--- src/hw/viack_pkg.sv ---
// constants and types for the vectored interrupt acknowledge block
package viack_pkg;
  localparam int NUM_EXT = 12;
  localparam int NUM_SRC = 16;
  localparam int SRC_W = 4;
  localparam logic [7:0] STATUS_RST = 8'h02;
  localparam int IE_BIT = 7;
  localparam int ISP_BIT = 1;
  localparam logic [15:0] TRAP_VEC_LO = 16'h003e;
  localparam logic [15:0] TRAP_VEC_HI = 16'h003f;
  localparam logic [15:0] VEC_TABLE_BASE = 16'h0004;
  localparam int MIN_LAT_HI = 7;
  localparam int MIN_LAT_LO = 8;
  localparam int MAX_LAT_HI = 32;
  localparam int MAX_LAT_LO = 33;
  localparam int LAT_W = 6;
  // avalon register offsets (byte addresses)
  localparam logic [3:0] REG_RISE = 4'h0;
  localparam logic [3:0] REG_FALL = 4'h4;
  localparam logic [3:0] REG_MASK = 4'h8;
  localparam logic [3:0] REG_LEVEL = 4'hc;
  localparam int ADDR_W = 4;
  typedef enum logic [4:0] {
    VIACK_IDLE = 5'h01,
    VIACK_WAIT = 5'h02,
    VIACK_PUSH_STATUS_INSTR = 5'h04,
    VIACK_PUSH_PC = 5'h08,
    VIACK_VECTOR = 5'h10
  } viack_state_t;
endpackage

--- src/hw/viack_top.sv ---
// vectored interrupt acknowledge: edge detect, status word, arbitration, stacking, trap
//
// Local design decisions: the Avalon-MM register port and the register offsets.
`timescale 1ns/100ps
module viack_top #(
  parameter int NUM_EXT = viack_pkg::NUM_EXT,
  parameter int NUM_SRC = viack_pkg::NUM_SRC
) (
  // clock and reset
  input wire logic core_clk_i,
  input wire logic rst_b_i,
  // external pins
  input wire logic [NUM_EXT-1:0] ext_irq_pin_i,
  // internal peripheral request pulses
  input wire logic [NUM_SRC-1:0] periph_req_i,
  // avalon-mm slave
  input wire logic [viack_pkg::ADDR_W-1:0] avs_address_i,
  input wire logic avs_read_i,
  input wire logic avs_write_i,
  input wire logic [31:0] avs_writedata_i,
  output logic [31:0] avs_readdata_o,
  output logic avs_waitrequest_o,
  // core sequencer
  input wire logic instr_boundary_i,
  input wire logic div_busy_i,
  input wire logic set_enable_instr_i,
  input wire logic clear_enable_instr_i,
  input wire logic break_trap_instr_i,
  input wire logic return_from_irq_instr_i,
  input wire logic return_from_trap_instr_i,
  input wire logic pop_status_instr_i,
  input wire logic [7:0] stack_status_i,
  input wire logic status_wr_i,
  input wire logic [7:0] status_wdata_i,
  input wire logic status_bit_set_i,
  input wire logic status_bit_clr_i,
  input wire logic [2:0] status_bit_sel_i,
  output logic [7:0] status_word_o,
  output logic push_status_o,
  output logic push_pc_o,
  output logic vector_load_o,
  output logic [15:0] vector_addr_o,
  output logic [viack_pkg::SRC_W-1:0] vector_src_o,
  output logic trap_active_o,
  output logic [NUM_SRC-1:0] ext_irq_request_o
);
  import viack_pkg::*;

  logic [NUM_EXT-1:0] rise_edge_select_q;
  logic [NUM_EXT-1:0] fall_edge_select_q;
  logic [NUM_SRC-1:0] mask_flag_q;
  logic [NUM_SRC-1:0] level_select_flag_q;
  logic [NUM_SRC-1:0] req_q;
  logic [NUM_SRC-1:0] ext_evt;
  logic [NUM_EXT-1:0] s1_q;
  logic [NUM_EXT-1:0] s2_q;
  logic [NUM_EXT-1:0] s3_q;
  logic [NUM_EXT-1:0] lvl_q;
  logic [7:0] status_word_q;
  viack_state_t state_q;
  logic [SRC_W-1:0] win_q;
  logic win_lvl_q;
  logic is_trap_q;
  logic [LAT_W-1:0] lat_q;
  logic [31:0] rdata_q;
  logic wait_q;
  logic wr_take;
  logic trap_pend_q;
  logic trap_req;
  logic in_seq;

  // one-hot register select codes
  localparam logic [3:0] SEL_RISE = 4'h1;
  localparam logic [3:0] SEL_FALL = 4'h2;
  localparam logic [3:0] SEL_MASK = 4'h4;
  localparam logic [3:0] SEL_LEVEL = 4'h8;

  // synchronise pins; edge counts once second and third stages agree
  always_ff @(posedge core_clk_i or negedge rst_b_i) begin
    if (!rst_b_i) begin
      s1_q <= '0;
      s2_q <= '0;
      s3_q <= '0;
      lvl_q <= '0;
    end else begin
      s1_q <= ext_irq_pin_i;
      s2_q <= s1_q;
      s3_q <= s2_q;
      for (int i = 0; i < NUM_EXT; i++) begin
        if (s2_q[i] == s3_q[i]) begin
          lvl_q[i] <= s3_q[i];
        end
      end
    end
  end

  genvar g;
  generate
    for (g = 0; g < NUM_SRC; g++) begin : g_evt
      if (g < NUM_EXT) begin : g_pin
        logic settled_change;
        logic rose;
        logic fell;
        // a change counts once the second and third stages agree
        assign settled_change = (s2_q[g] == s3_q[g]) && (s3_q[g] != lvl_q[g]);
        assign rose = settled_change && s3_q[g] && rise_edge_select_q[g];
        assign fell = settled_change && !s3_q[g] && fall_edge_select_q[g];
        assign ext_evt[g] = rose || fell;
      end else begin : g_none
        assign ext_evt[g] = 1'b0;
      end
    end
  endgenerate

  // lowest set index wins: fixed default order
  function automatic logic [SRC_W-1:0] pick(input logic [NUM_SRC-1:0] v);
    logic [SRC_W-1:0] r;
    r = '0;
    for (int i = NUM_SRC - 1; i >= 0; i--) begin
      if (v[i]) begin
        r = SRC_W'(i);
      end
    end
    return r;
  endfunction

  // one-hot register decode, shared by the read and the write path
  function automatic logic [3:0] reg_sel(input logic [ADDR_W-1:0] a);
    logic [3:0] r;
    r = 4'h0;
    case (a)
      REG_RISE: r = SEL_RISE;
      REG_FALL: r = SEL_FALL;
      REG_MASK: r = SEL_MASK;
      REG_LEVEL: r = SEL_LEVEL;
      default: r = 4'h0;
    endcase
    return r;
  endfunction

  // eligibility, level gating and arbitration
  logic [NUM_SRC-1:0] elig;
  logic [NUM_SRC-1:0] elig_hi;
  logic [NUM_SRC-1:0] elig_ok;
  logic any_ok;
  logic [SRC_W-1:0] sel;
  logic lat_min_met;
  logic accept_go;
  logic ack_clr;
  assign elig = req_q & ~mask_flag_q;
  assign elig_hi = elig & ~level_select_flag_q;
  assign elig_ok = status_word_q[ISP_BIT] ? elig : elig_hi;
  assign any_ok = |elig_ok;
  assign sel = (|(elig_ok & ~level_select_flag_q)) ?
    pick(elig_ok & ~level_select_flag_q) : pick(elig_ok);
  assign lat_min_met = level_select_flag_q[sel] ?
    (lat_q >= LAT_W'(MIN_LAT_LO)) : (lat_q >= LAT_W'(MIN_LAT_HI));
  assign accept_go = lat_min_met && instr_boundary_i && !div_busy_i;
  // a granted source drops its flag in the vector cycle
  assign ack_clr = (state_q == VIACK_VECTOR) && !is_trap_q;

  // request flags: event set wins over acceptance clear
  always_ff @(posedge core_clk_i or negedge rst_b_i) begin
    if (!rst_b_i) begin
      req_q <= '0;
    end else begin
      for (int i = 0; i < NUM_SRC; i++) begin
        if (ext_evt[i] || periph_req_i[i]) begin
          req_q[i] <= 1'b1;
        end else if (ack_clr && win_q == SRC_W'(i)) begin
          req_q[i] <= 1'b0;
        end
      end
    end
  end

  // a break met while a sequence runs is held, so no trap is ever dropped
  assign in_seq = (state_q != VIACK_IDLE) && (state_q != VIACK_WAIT);
  assign trap_req = break_trap_instr_i || trap_pend_q;
  always_ff @(posedge core_clk_i or negedge rst_b_i) begin
    if (!rst_b_i) begin
      trap_pend_q <= 1'b0;
    end else if (break_trap_instr_i && in_seq) begin
      trap_pend_q <= 1'b1;
    end else if (!in_seq) begin
      trap_pend_q <= 1'b0;
    end
  end

  // waiting time since the request was seen; saturates rather than wraps
  always_ff @(posedge core_clk_i or negedge rst_b_i) begin
    if (!rst_b_i) begin
      lat_q <= '0;
    end else if (state_q != VIACK_WAIT) begin
      lat_q <= '0;
    end else if (lat_q != '1) begin
      lat_q <= lat_q + LAT_W'(1);
    end
  end

  // acceptance sequencer
  always_ff @(posedge core_clk_i or negedge rst_b_i) begin
    if (!rst_b_i) begin
      state_q <= VIACK_IDLE;
      win_q <= '0;
      win_lvl_q <= 1'b1;
      is_trap_q <= 1'b0;
    end else begin
      case (state_q)
        VIACK_IDLE: begin
          if (trap_req) begin
            is_trap_q <= 1'b1;
            state_q <= VIACK_PUSH_STATUS_INSTR;
          end else if (any_ok && status_word_q[IE_BIT]) begin
            state_q <= VIACK_WAIT;
          end
        end
        VIACK_WAIT: begin
          if (trap_req) begin
            is_trap_q <= 1'b1;
            state_q <= VIACK_PUSH_STATUS_INSTR;
          end else if (!(any_ok && status_word_q[IE_BIT])) begin
            state_q <= VIACK_IDLE;
          end else if (accept_go) begin
            win_q <= sel;
            win_lvl_q <= level_select_flag_q[sel];
            is_trap_q <= 1'b0;
            state_q <= VIACK_PUSH_STATUS_INSTR;
          end
        end
        // status byte first, then the program counter, then the vector fetch
        VIACK_PUSH_STATUS_INSTR: state_q <= VIACK_PUSH_PC;
        VIACK_PUSH_PC: state_q <= VIACK_VECTOR;
        VIACK_VECTOR: begin
          is_trap_q <= 1'b0;
          state_q <= VIACK_IDLE;
        end
        default: state_q <= VIACK_IDLE;
      endcase
    end
  end

  // status word
  always_ff @(posedge core_clk_i or negedge rst_b_i) begin
    if (!rst_b_i) begin
      status_word_q <= STATUS_RST;
    end else if (state_q == VIACK_PUSH_STATUS_INSTR) begin
      status_word_q[IE_BIT] <= 1'b0;
      if (!is_trap_q) begin
        status_word_q[ISP_BIT] <= win_lvl_q;
      end
    end else if (return_from_irq_instr_i || return_from_trap_instr_i ||
                 pop_status_instr_i) begin
      status_word_q <= stack_status_i;
    end else if (status_wr_i) begin
      status_word_q <= status_wdata_i;
    end else if (status_bit_set_i) begin
      status_word_q[status_bit_sel_i] <= 1'b1;
    end else if (status_bit_clr_i) begin
      status_word_q[status_bit_sel_i] <= 1'b0;
    end else if (set_enable_instr_i) begin
      status_word_q[IE_BIT] <= 1'b1;
    end else if (clear_enable_instr_i) begin
      status_word_q[IE_BIT] <= 1'b0;
    end
  end

  // sequencer outputs
  always_ff @(posedge core_clk_i or negedge rst_b_i) begin
    if (!rst_b_i) begin
      push_status_o <= 1'b0;
      push_pc_o <= 1'b0;
      vector_load_o <= 1'b0;
      vector_addr_o <= '0;
      vector_src_o <= '0;
      trap_active_o <= 1'b0;
    end else begin
      push_status_o <= (state_q == VIACK_PUSH_STATUS_INSTR);
      push_pc_o <= (state_q == VIACK_PUSH_PC);
      vector_load_o <= (state_q == VIACK_VECTOR);
      vector_src_o <= win_q;
      trap_active_o <= is_trap_q;
      vector_addr_o <= is_trap_q ? TRAP_VEC_LO :
        (VEC_TABLE_BASE + {11'h000, win_q, 1'b0});
    end
  end

  // registered copies of status and request flags
  always_ff @(posedge core_clk_i or negedge rst_b_i) begin
    if (!rst_b_i) begin
      status_word_o <= STATUS_RST;
      ext_irq_request_o <= '0;
    end else begin
      status_word_o <= status_word_q;
      ext_irq_request_o <= req_q;
    end
  end

  // avalon slave: read data taken on the request edge, answered one cycle later
  always_ff @(posedge core_clk_i or negedge rst_b_i) begin
    if (!rst_b_i) begin
      wait_q <= 1'b1;
      rdata_q <= '0;
    end else if ((avs_read_i || avs_write_i) && wait_q) begin
      wait_q <= 1'b0;
      rdata_q <= '0;
      case (reg_sel(avs_address_i))
        SEL_RISE: rdata_q[NUM_EXT-1:0] <= rise_edge_select_q;
        SEL_FALL: rdata_q[NUM_EXT-1:0] <= fall_edge_select_q;
        SEL_MASK: rdata_q[NUM_SRC-1:0] <= mask_flag_q;
        SEL_LEVEL: rdata_q[NUM_SRC-1:0] <= level_select_flag_q;
        default: ;
      endcase
    end else begin
      wait_q <= 1'b1;
    end
  end

  // a write lands on the edge at which the master sees waitrequest low
  assign wr_take = avs_write_i && !wait_q;

  // edge selects, masks and levels; unmapped offsets swallow writes
  always_ff @(posedge core_clk_i or negedge rst_b_i) begin
    if (!rst_b_i) begin
      rise_edge_select_q <= '0;
      fall_edge_select_q <= '0;
      mask_flag_q <= '1;
      level_select_flag_q <= '1;
    end else if (wr_take) begin
      case (reg_sel(avs_address_i))
        SEL_RISE: rise_edge_select_q <= avs_writedata_i[NUM_EXT-1:0];
        SEL_FALL: fall_edge_select_q <= avs_writedata_i[NUM_EXT-1:0];
        SEL_MASK: mask_flag_q <= avs_writedata_i[NUM_SRC-1:0];
        SEL_LEVEL: level_select_flag_q <= avs_writedata_i[NUM_SRC-1:0];
        default: ;
      endcase
    end
  end

  assign avs_waitrequest_o = wait_q;
  assign avs_readdata_o = rdata_q;
endmodule

--- config.mk ---
export PLATFORM = sky130hd
export DESIGN_NAME = viack_top
export DESIGN_NICKNAME = d
export VERILOG_FILES = /design/src/hw/viack_pkg.sv /design/src/hw/viack_top.sv
export SDC_FILE = /design/constraint.sdc
export NUM_CORES = 1
export LEC_CHECK = 0
export BUFFER_PORTS_ARGS = -buffer_cell sky130_fd_sc_hd__buf_2
export CAP_MARGIN = 20
export CORE_MARGIN = 2
export CORE_UTILIZATION = 50
export DETAILED_ROUTE_END_ITERATION = 12
export GPL_TIMING_DRIVEN = 1
export PLACE_DENSITY_LB_ADDON = 0.25
export SETUP_SLACK_MARGIN = 0.3
export SLEW_MARGIN = 20
export SYNTH_ARGS = -nofsm -noshare
export SYNTH_HDL_FRONTEND = slang
export SYNTH_SLANG_ARGS = --single-unit
--- constraint.sdc ---
create_clock -name core_clk_i -period 3.1 [get_ports core_clk_i]
set_input_delay 0.155 -clock core_clk_i [delete_from_list [all_inputs] [get_ports core_clk_i]]
set_output_delay 0.155 -clock core_clk_i [all_outputs]
set_load 0.02 [all_outputs]
### Yosys cells after proc, flatten, opt, wreduce, memory -nomap -nowiden

Index checks and enable logic that the tools add are counted.

* reduce and logical (&&, ||, !) cells: 162
* mux-type cells: 103
* eq/ne operators: 65
* magnitude comparators: 5
* bitwise logic cells: 10
* add/sub/neg operators: 2

Operators with widths (number)
* 4-bit 2-to-1 mux: 35
* 1-bit logical AND: 85
* 16-bit AND: 3
* 4-bit == test, second input constant: 12
* 1-bit 2-to-1 mux: 48
* 12-bit case mux with 4 select lines: 1
* 2-bit nonzero test: 17
* 16-bit NOT: 2
* 16-bit OR reduction: 2
* 4-bit by 3-bit == test with 1-bit output, second input constant: 7
* 1-bit logical OR: 28
* 5-bit 2-to-1 mux: 5
* 8-bit 2-to-1 mux: 3
* 5-bit case mux with 4 select lines: 1
* 6-bit 2-to-1 mux: 3
* 4-bit by 2-bit == test with 1-bit output, second input constant: 4
* 16-bit 2-to-1 mux: 1
* 4-bit case mux with 4 select lines: 1
* 1-bit zero test: 15
* 2-bit AND reduction: 7
* 1-bit == test: 12
* 4-bit by 1-bit == test with 1-bit output, second input constant: 3
* 1-bit inequality test: 12
* 3-bit inequality test, second input constant: 3
* other kinds (33): 37

* input port bits: 98
* logic and storage cells: 401
* register bits after elaboration: 201

### Logic depth before layout (Yosys ltp)

* depth after elaboration: 31
* mapped depth: 11

### Worst setup path before layout

No wires, ideal clock.

* path kind: register to register
* start: register mask_flag_q[14]
* end: register win_q[3]
* setup slack: 0.024 ns
* required time: 2.972 ns
* data arrival time: 2.949 ns
* period minus slack after synthesis: 3.076 ns
* stages on the path, launching flop included: 10
* buffers on the path: 0
* setup time: 0.128 ns
* cells stage by stage: dfstp_2 -> or3b_1 -> a211o_1 -> a2111oi_4 -> nor3_2 -> a21oi_4 -> mux4_2 -> a211oi_2 -> a21oi_4 -> mux2_1

* longest elaborated chain between the ends: 27
* elaborated cells between the ends (all ways): 45
* those cells by class: mux: 35; bitwise: 4; reduce/logical: 6

Ends and longest elaborated chain
* from (decl): line viack_top.sv:51 `logic [NUM_SRC-1:0] mask_flag_q;`
* from (signal assigned): line viack_top.sv:333 `SEL_MASK: mask_flag_q <= avs_writedata_i[NUM_SRC-1:0];`
* 16-bit NOT *: line viack_top.sv:150 `assign elig = req_q & ~mask_flag_q;`
* 16-bit AND *: line viack_top.sv:150
* 16-bit AND: line viack_top.sv:151 `assign elig_hi = elig & ~level_select_flag_q;`
* 16-bit 2-to-1 mux *: line viack_top.sv:152 `assign elig_ok = status_word_q[ISP_BIT] ? elig : elig_hi;`
* 16-bit AND: line viack_top.sv:154, viack_top.sv:155
* 4-bit 2-to-1 mux (15 in series): line viack_top.sv:120 `if (v[i]) begin`
* 4-bit 2-to-1 mux: line viack_top.sv:154 `assign sel = (|(elig_ok & ~level_select_flag_q)) ?`
* 1-bit binary-select mux with 4-bit select: line viack_top.sv:156 `assign lat_min_met = level_select_flag_q[sel] ?`
* 1-bit 2-to-1 mux (implied by the code): line viack_top.sv:156
* 1-bit 2-to-1 mux: line viack_top.sv:156
* 1-bit logical AND (2 in series): line viack_top.sv:158 `assign accept_go = lat_min_met && instr_boundary_i && !div_busy_i;`
* 4-bit AND reduction (no line)
* to (signal assigned): line viack_top.sv:225 `win_q <= sel;`
* to (decl): line viack_top.sv:61 `logic [SRC_W-1:0] win_q;`

Every way passes the cells marked *; elsewhere a longest branch is shown, timed or not. The select of a mux whose other input is x is not followed.
A chain may end at the register's enable or synchronous reset.

==> impl_results.md <==
* Outcome: finished, violations left
* Failing checks: negative setup slack
* PwrDens at 646.6 nW/um2
* Row count at 48
* GRT overflow at 0
* First-pass GRT wire length at about 34000 um
* Die width at 137.7 um
* Max-slew violations at 0
* Synth top area share at 45.66%
* Placement Setup Slack at -80.23 ps
* Final setup violation count at 4
* Yosys cell types at around 80
* Reg clk slew, reported paths at 70 ps
* Synth cell count leaders: 163 x dfrtp_1, 59 x nand2_1, 58 x mux2_2
* Seq/Total Area, Yosys at 56.55%
* Largest net degree at the start of global routing at between 80 and 90
* Die area at ~19000 um2
* Number of flops mapped to enable cells by yosys at 0
* IO Port Bufs at 135
* Total CTS buffers at 17
* CTS tree: built
* Pin slew with the least headroom to its limit at between 700 and 800 ps
* RSZ-0062 raised after global routing: yes
* Routed WL at 21490 um
* Synth warnings at 0
* Leak at 0.004936 uW
* Initial antenna violation count at 0
* Clock root buffer: clkbuf_16
* Cell with the most instances after synthesis: dfrtp_1
* Mapped Cells at approximately 760
* Clk buf depth at 2
* Worst setup path category: reg2reg
* Top cells by area, synth: dfrtp_1 46%, dfstp_2 11%, mux2_2 7.3%
* Area of the multi-input gates at ~3800 um2
* NumNets Final at ~1.1k
* Area of the core at about 17000 um2
* Setup crit end kind: flop
* Number of global-route vias before repair at ~6.6k
* Detail Placement HPWL at 15360 um
* Detailed-route DRC error count at 0
* # IOs at approximately 180
* Final hold vios at 0
* Critical path data required time at 3420 ps
* GRT Total Usage at between 20% and 30%
* First DRT Iteration DRCs at 334
* Synthesized area at 8932 um2
* Worst VDD drop at 521.5 uV
* Average cell area after synthesis at 11.72 um2
* Final std cells w/o fill at 1238
* MaxCap Viol Count at 0
* Area delta synth->final at 27.58%
* Worst skew pair latency at 430 ps
* Die Y at 137.7 um
* Routability cong. at 0.8928
* Setup ws final at -22.10 ps
* Clk_skew at 7.186 ps
* Largest fanout on the critical path at 9
* Vias at 6832
* Fmax achieved at 320.3 MHz
* Min cycle time layout at 3122 ps
* Detail Route Antenna Nets at 0
* Slew headroom at 47.84%
* Drt first pass iters at 5
* Clock sinks at 200
* Crit start category: flop
* Cell Count Post-Placement at 1161
* Antenna cells at 0
* Ys async rst share at 100.0%
* Ys flop type: dfrtp_1
* Layout cells sized above 1 at 36.03%
* H-tree depth at 4
* Initial Util at about half
* Fillers at ~1.4k
* Vias per cell at approximately 5.5
* FF/Latch Area at about 5000 um2
* CP Data Arrival Time at 3440 ps
* Synthesized flop and latch total at 200
* Worst Hold Class: in2reg
* Drt wl/cell at 17.35 um
* Synth area leader: dfrtp_1
* Tcrit/Tclk final at 100.7%
## sequential cells by signal, summed over array words and instances, names as in the netlist, 12 cells and up, named ones only
| register | flops |
|---|---|
| lvl_q | 12 |
| rise_edge_select_q | 12 |
| level_select_flag_q | 16 |
| s2_q | 12 |
| s3_q | 12 |
| mask_flag_q | 16 |
| ext_irq_request_o | 16 |
| req_q | 16 |
| avs_readdata_o | 16 |
| fall_edge_select_q | 12 |
| s1_q | 12 |
## cell usage in the layout, fill, tap and decap left out, drive strengths merged, types with 4 or more instances in the layout
cell type    synthesis  layout
dfstp               37      37
o21ai               52      52
o22ai                6       6
nand3               19      19
a31oi               13      13
clkbuf              18      21
nor3b               16      16
inv                 11      15
a22oi                5       5
and2b                4       4
conb                 1      27
a22o                13      13
dlygate4sd3          0      41
nor2b               12      12
dfrtp              163     163
nand2b              30      30
nor2                50      50
nand2               59      59
buf                 28     197
a221oi              16      16
mux2                61      61
nand4b              12      12
a21oi               15      15
nor3                 8       8
a21o                 5       5
nor4                 8       8
o31ai               10      10
maj3                12      12
mux2i                6       6
a2bb2oi              4       4
o311ai               6       6
o211ai               5       5
a211oi               7       7
or2                  4       4
## per-stage QoR
step / hold WS, ps / TNS (ps) / utilization (%) / instance area, um2 / power, uW
floorplan: -140.6 / 0 / - / 9037 / 4307
global placement: 245.4 / -367.4 / 58.82 / 10210 / 4919
detailed placement: 245.5 / -313.7 / 58.82 / 10210 / 4953
CTS: 1.411 / -260.2 / 65.23 / 11320 / 7360
global route: 3.008 / -902.5 / 65.66 / 11400 / 7723
finish: 10.14 / -67.62 / 65.66 / 11400 / 7369
## logic make-up after synthesis
kind of cell | count (synthesis) | synth area share, %
mux | 68 | 8.657
xor+xnor | 2 | 0.1961
other cells | 1 | 0.04198
compound gates | 178 | 14.58
buf+inv | 57 | 3.614
flops | 200 | 56.55
fa+ha+maj | 15 | 1.765
simple gates | 241 | 14.60
## where the power goes
part / switching [uW] / internal [uW]
logic: 902 / 851
clock network: 982 / 1330
registers: 290 / 3020
## final cells by class
class | count | area share, %
flip-flops and latches | 200 | 44.32
inverters | 11 | 0.3623
well taps | 225 | 2.470
clock buffers | 20 | 4.007
clock inverters | 12 | 1.438
multi-input cells | 531 | 33.25
repair buffers | 239 | 14.15
## timing repair
item / 4_1_cts / 5_1_grt
hold endpoints to repair: 113 / 0
resized for setup: 14 / 10
setup buffers: 2 / 2
pin swaps: 5 / 10
endpoints found under the setup margin: 8 / 8
hold buffers: 41 / 0
## metal layers
layer,routed length (um),part of all wire [%],up-vias,global-route usage [%]
li1,-,-,3252,-
met1,9565,45,3353,31.23
met2,10450,49,204,39.36
met3,1149,5.3,23,4.525
met4,317,1.5,0,7.274
met5,0,0,-,0
## critical path: stages (launching register included)
cell,delay [ps]
dfstp_2,630
buf_12,150
inv_2,50
a221oi_2,300
nor2_1,120
a221oi_4,370
a21oi_4,110
buf_6,140
mux2_4,300
o221a_4,270
o41a_1,300
a21bo_4,210
a21oi_2,50
## worst paths after layout
kind | startpoint | end | slack, ps | depth (start not counted)
worst max-delay path | flop | is_trap_q | -20 | 12
worst min-delay path | avs_writedata_i[11] | mask_flag_q[11] | 10 | 2
worst max register to register | flop | is_trap_q | -20 | 12
worst min register to register | s1_q[9] | s2_q[9] | 350 | 0
max in group asynchronous | rst_b_i | mask_flag_q[6] | 1940 | 3
min in group asynchronous | rst_b_i | vector_src_o[2] | 330 | 2
Note: power is estimated with default switching activity, not from simulation.
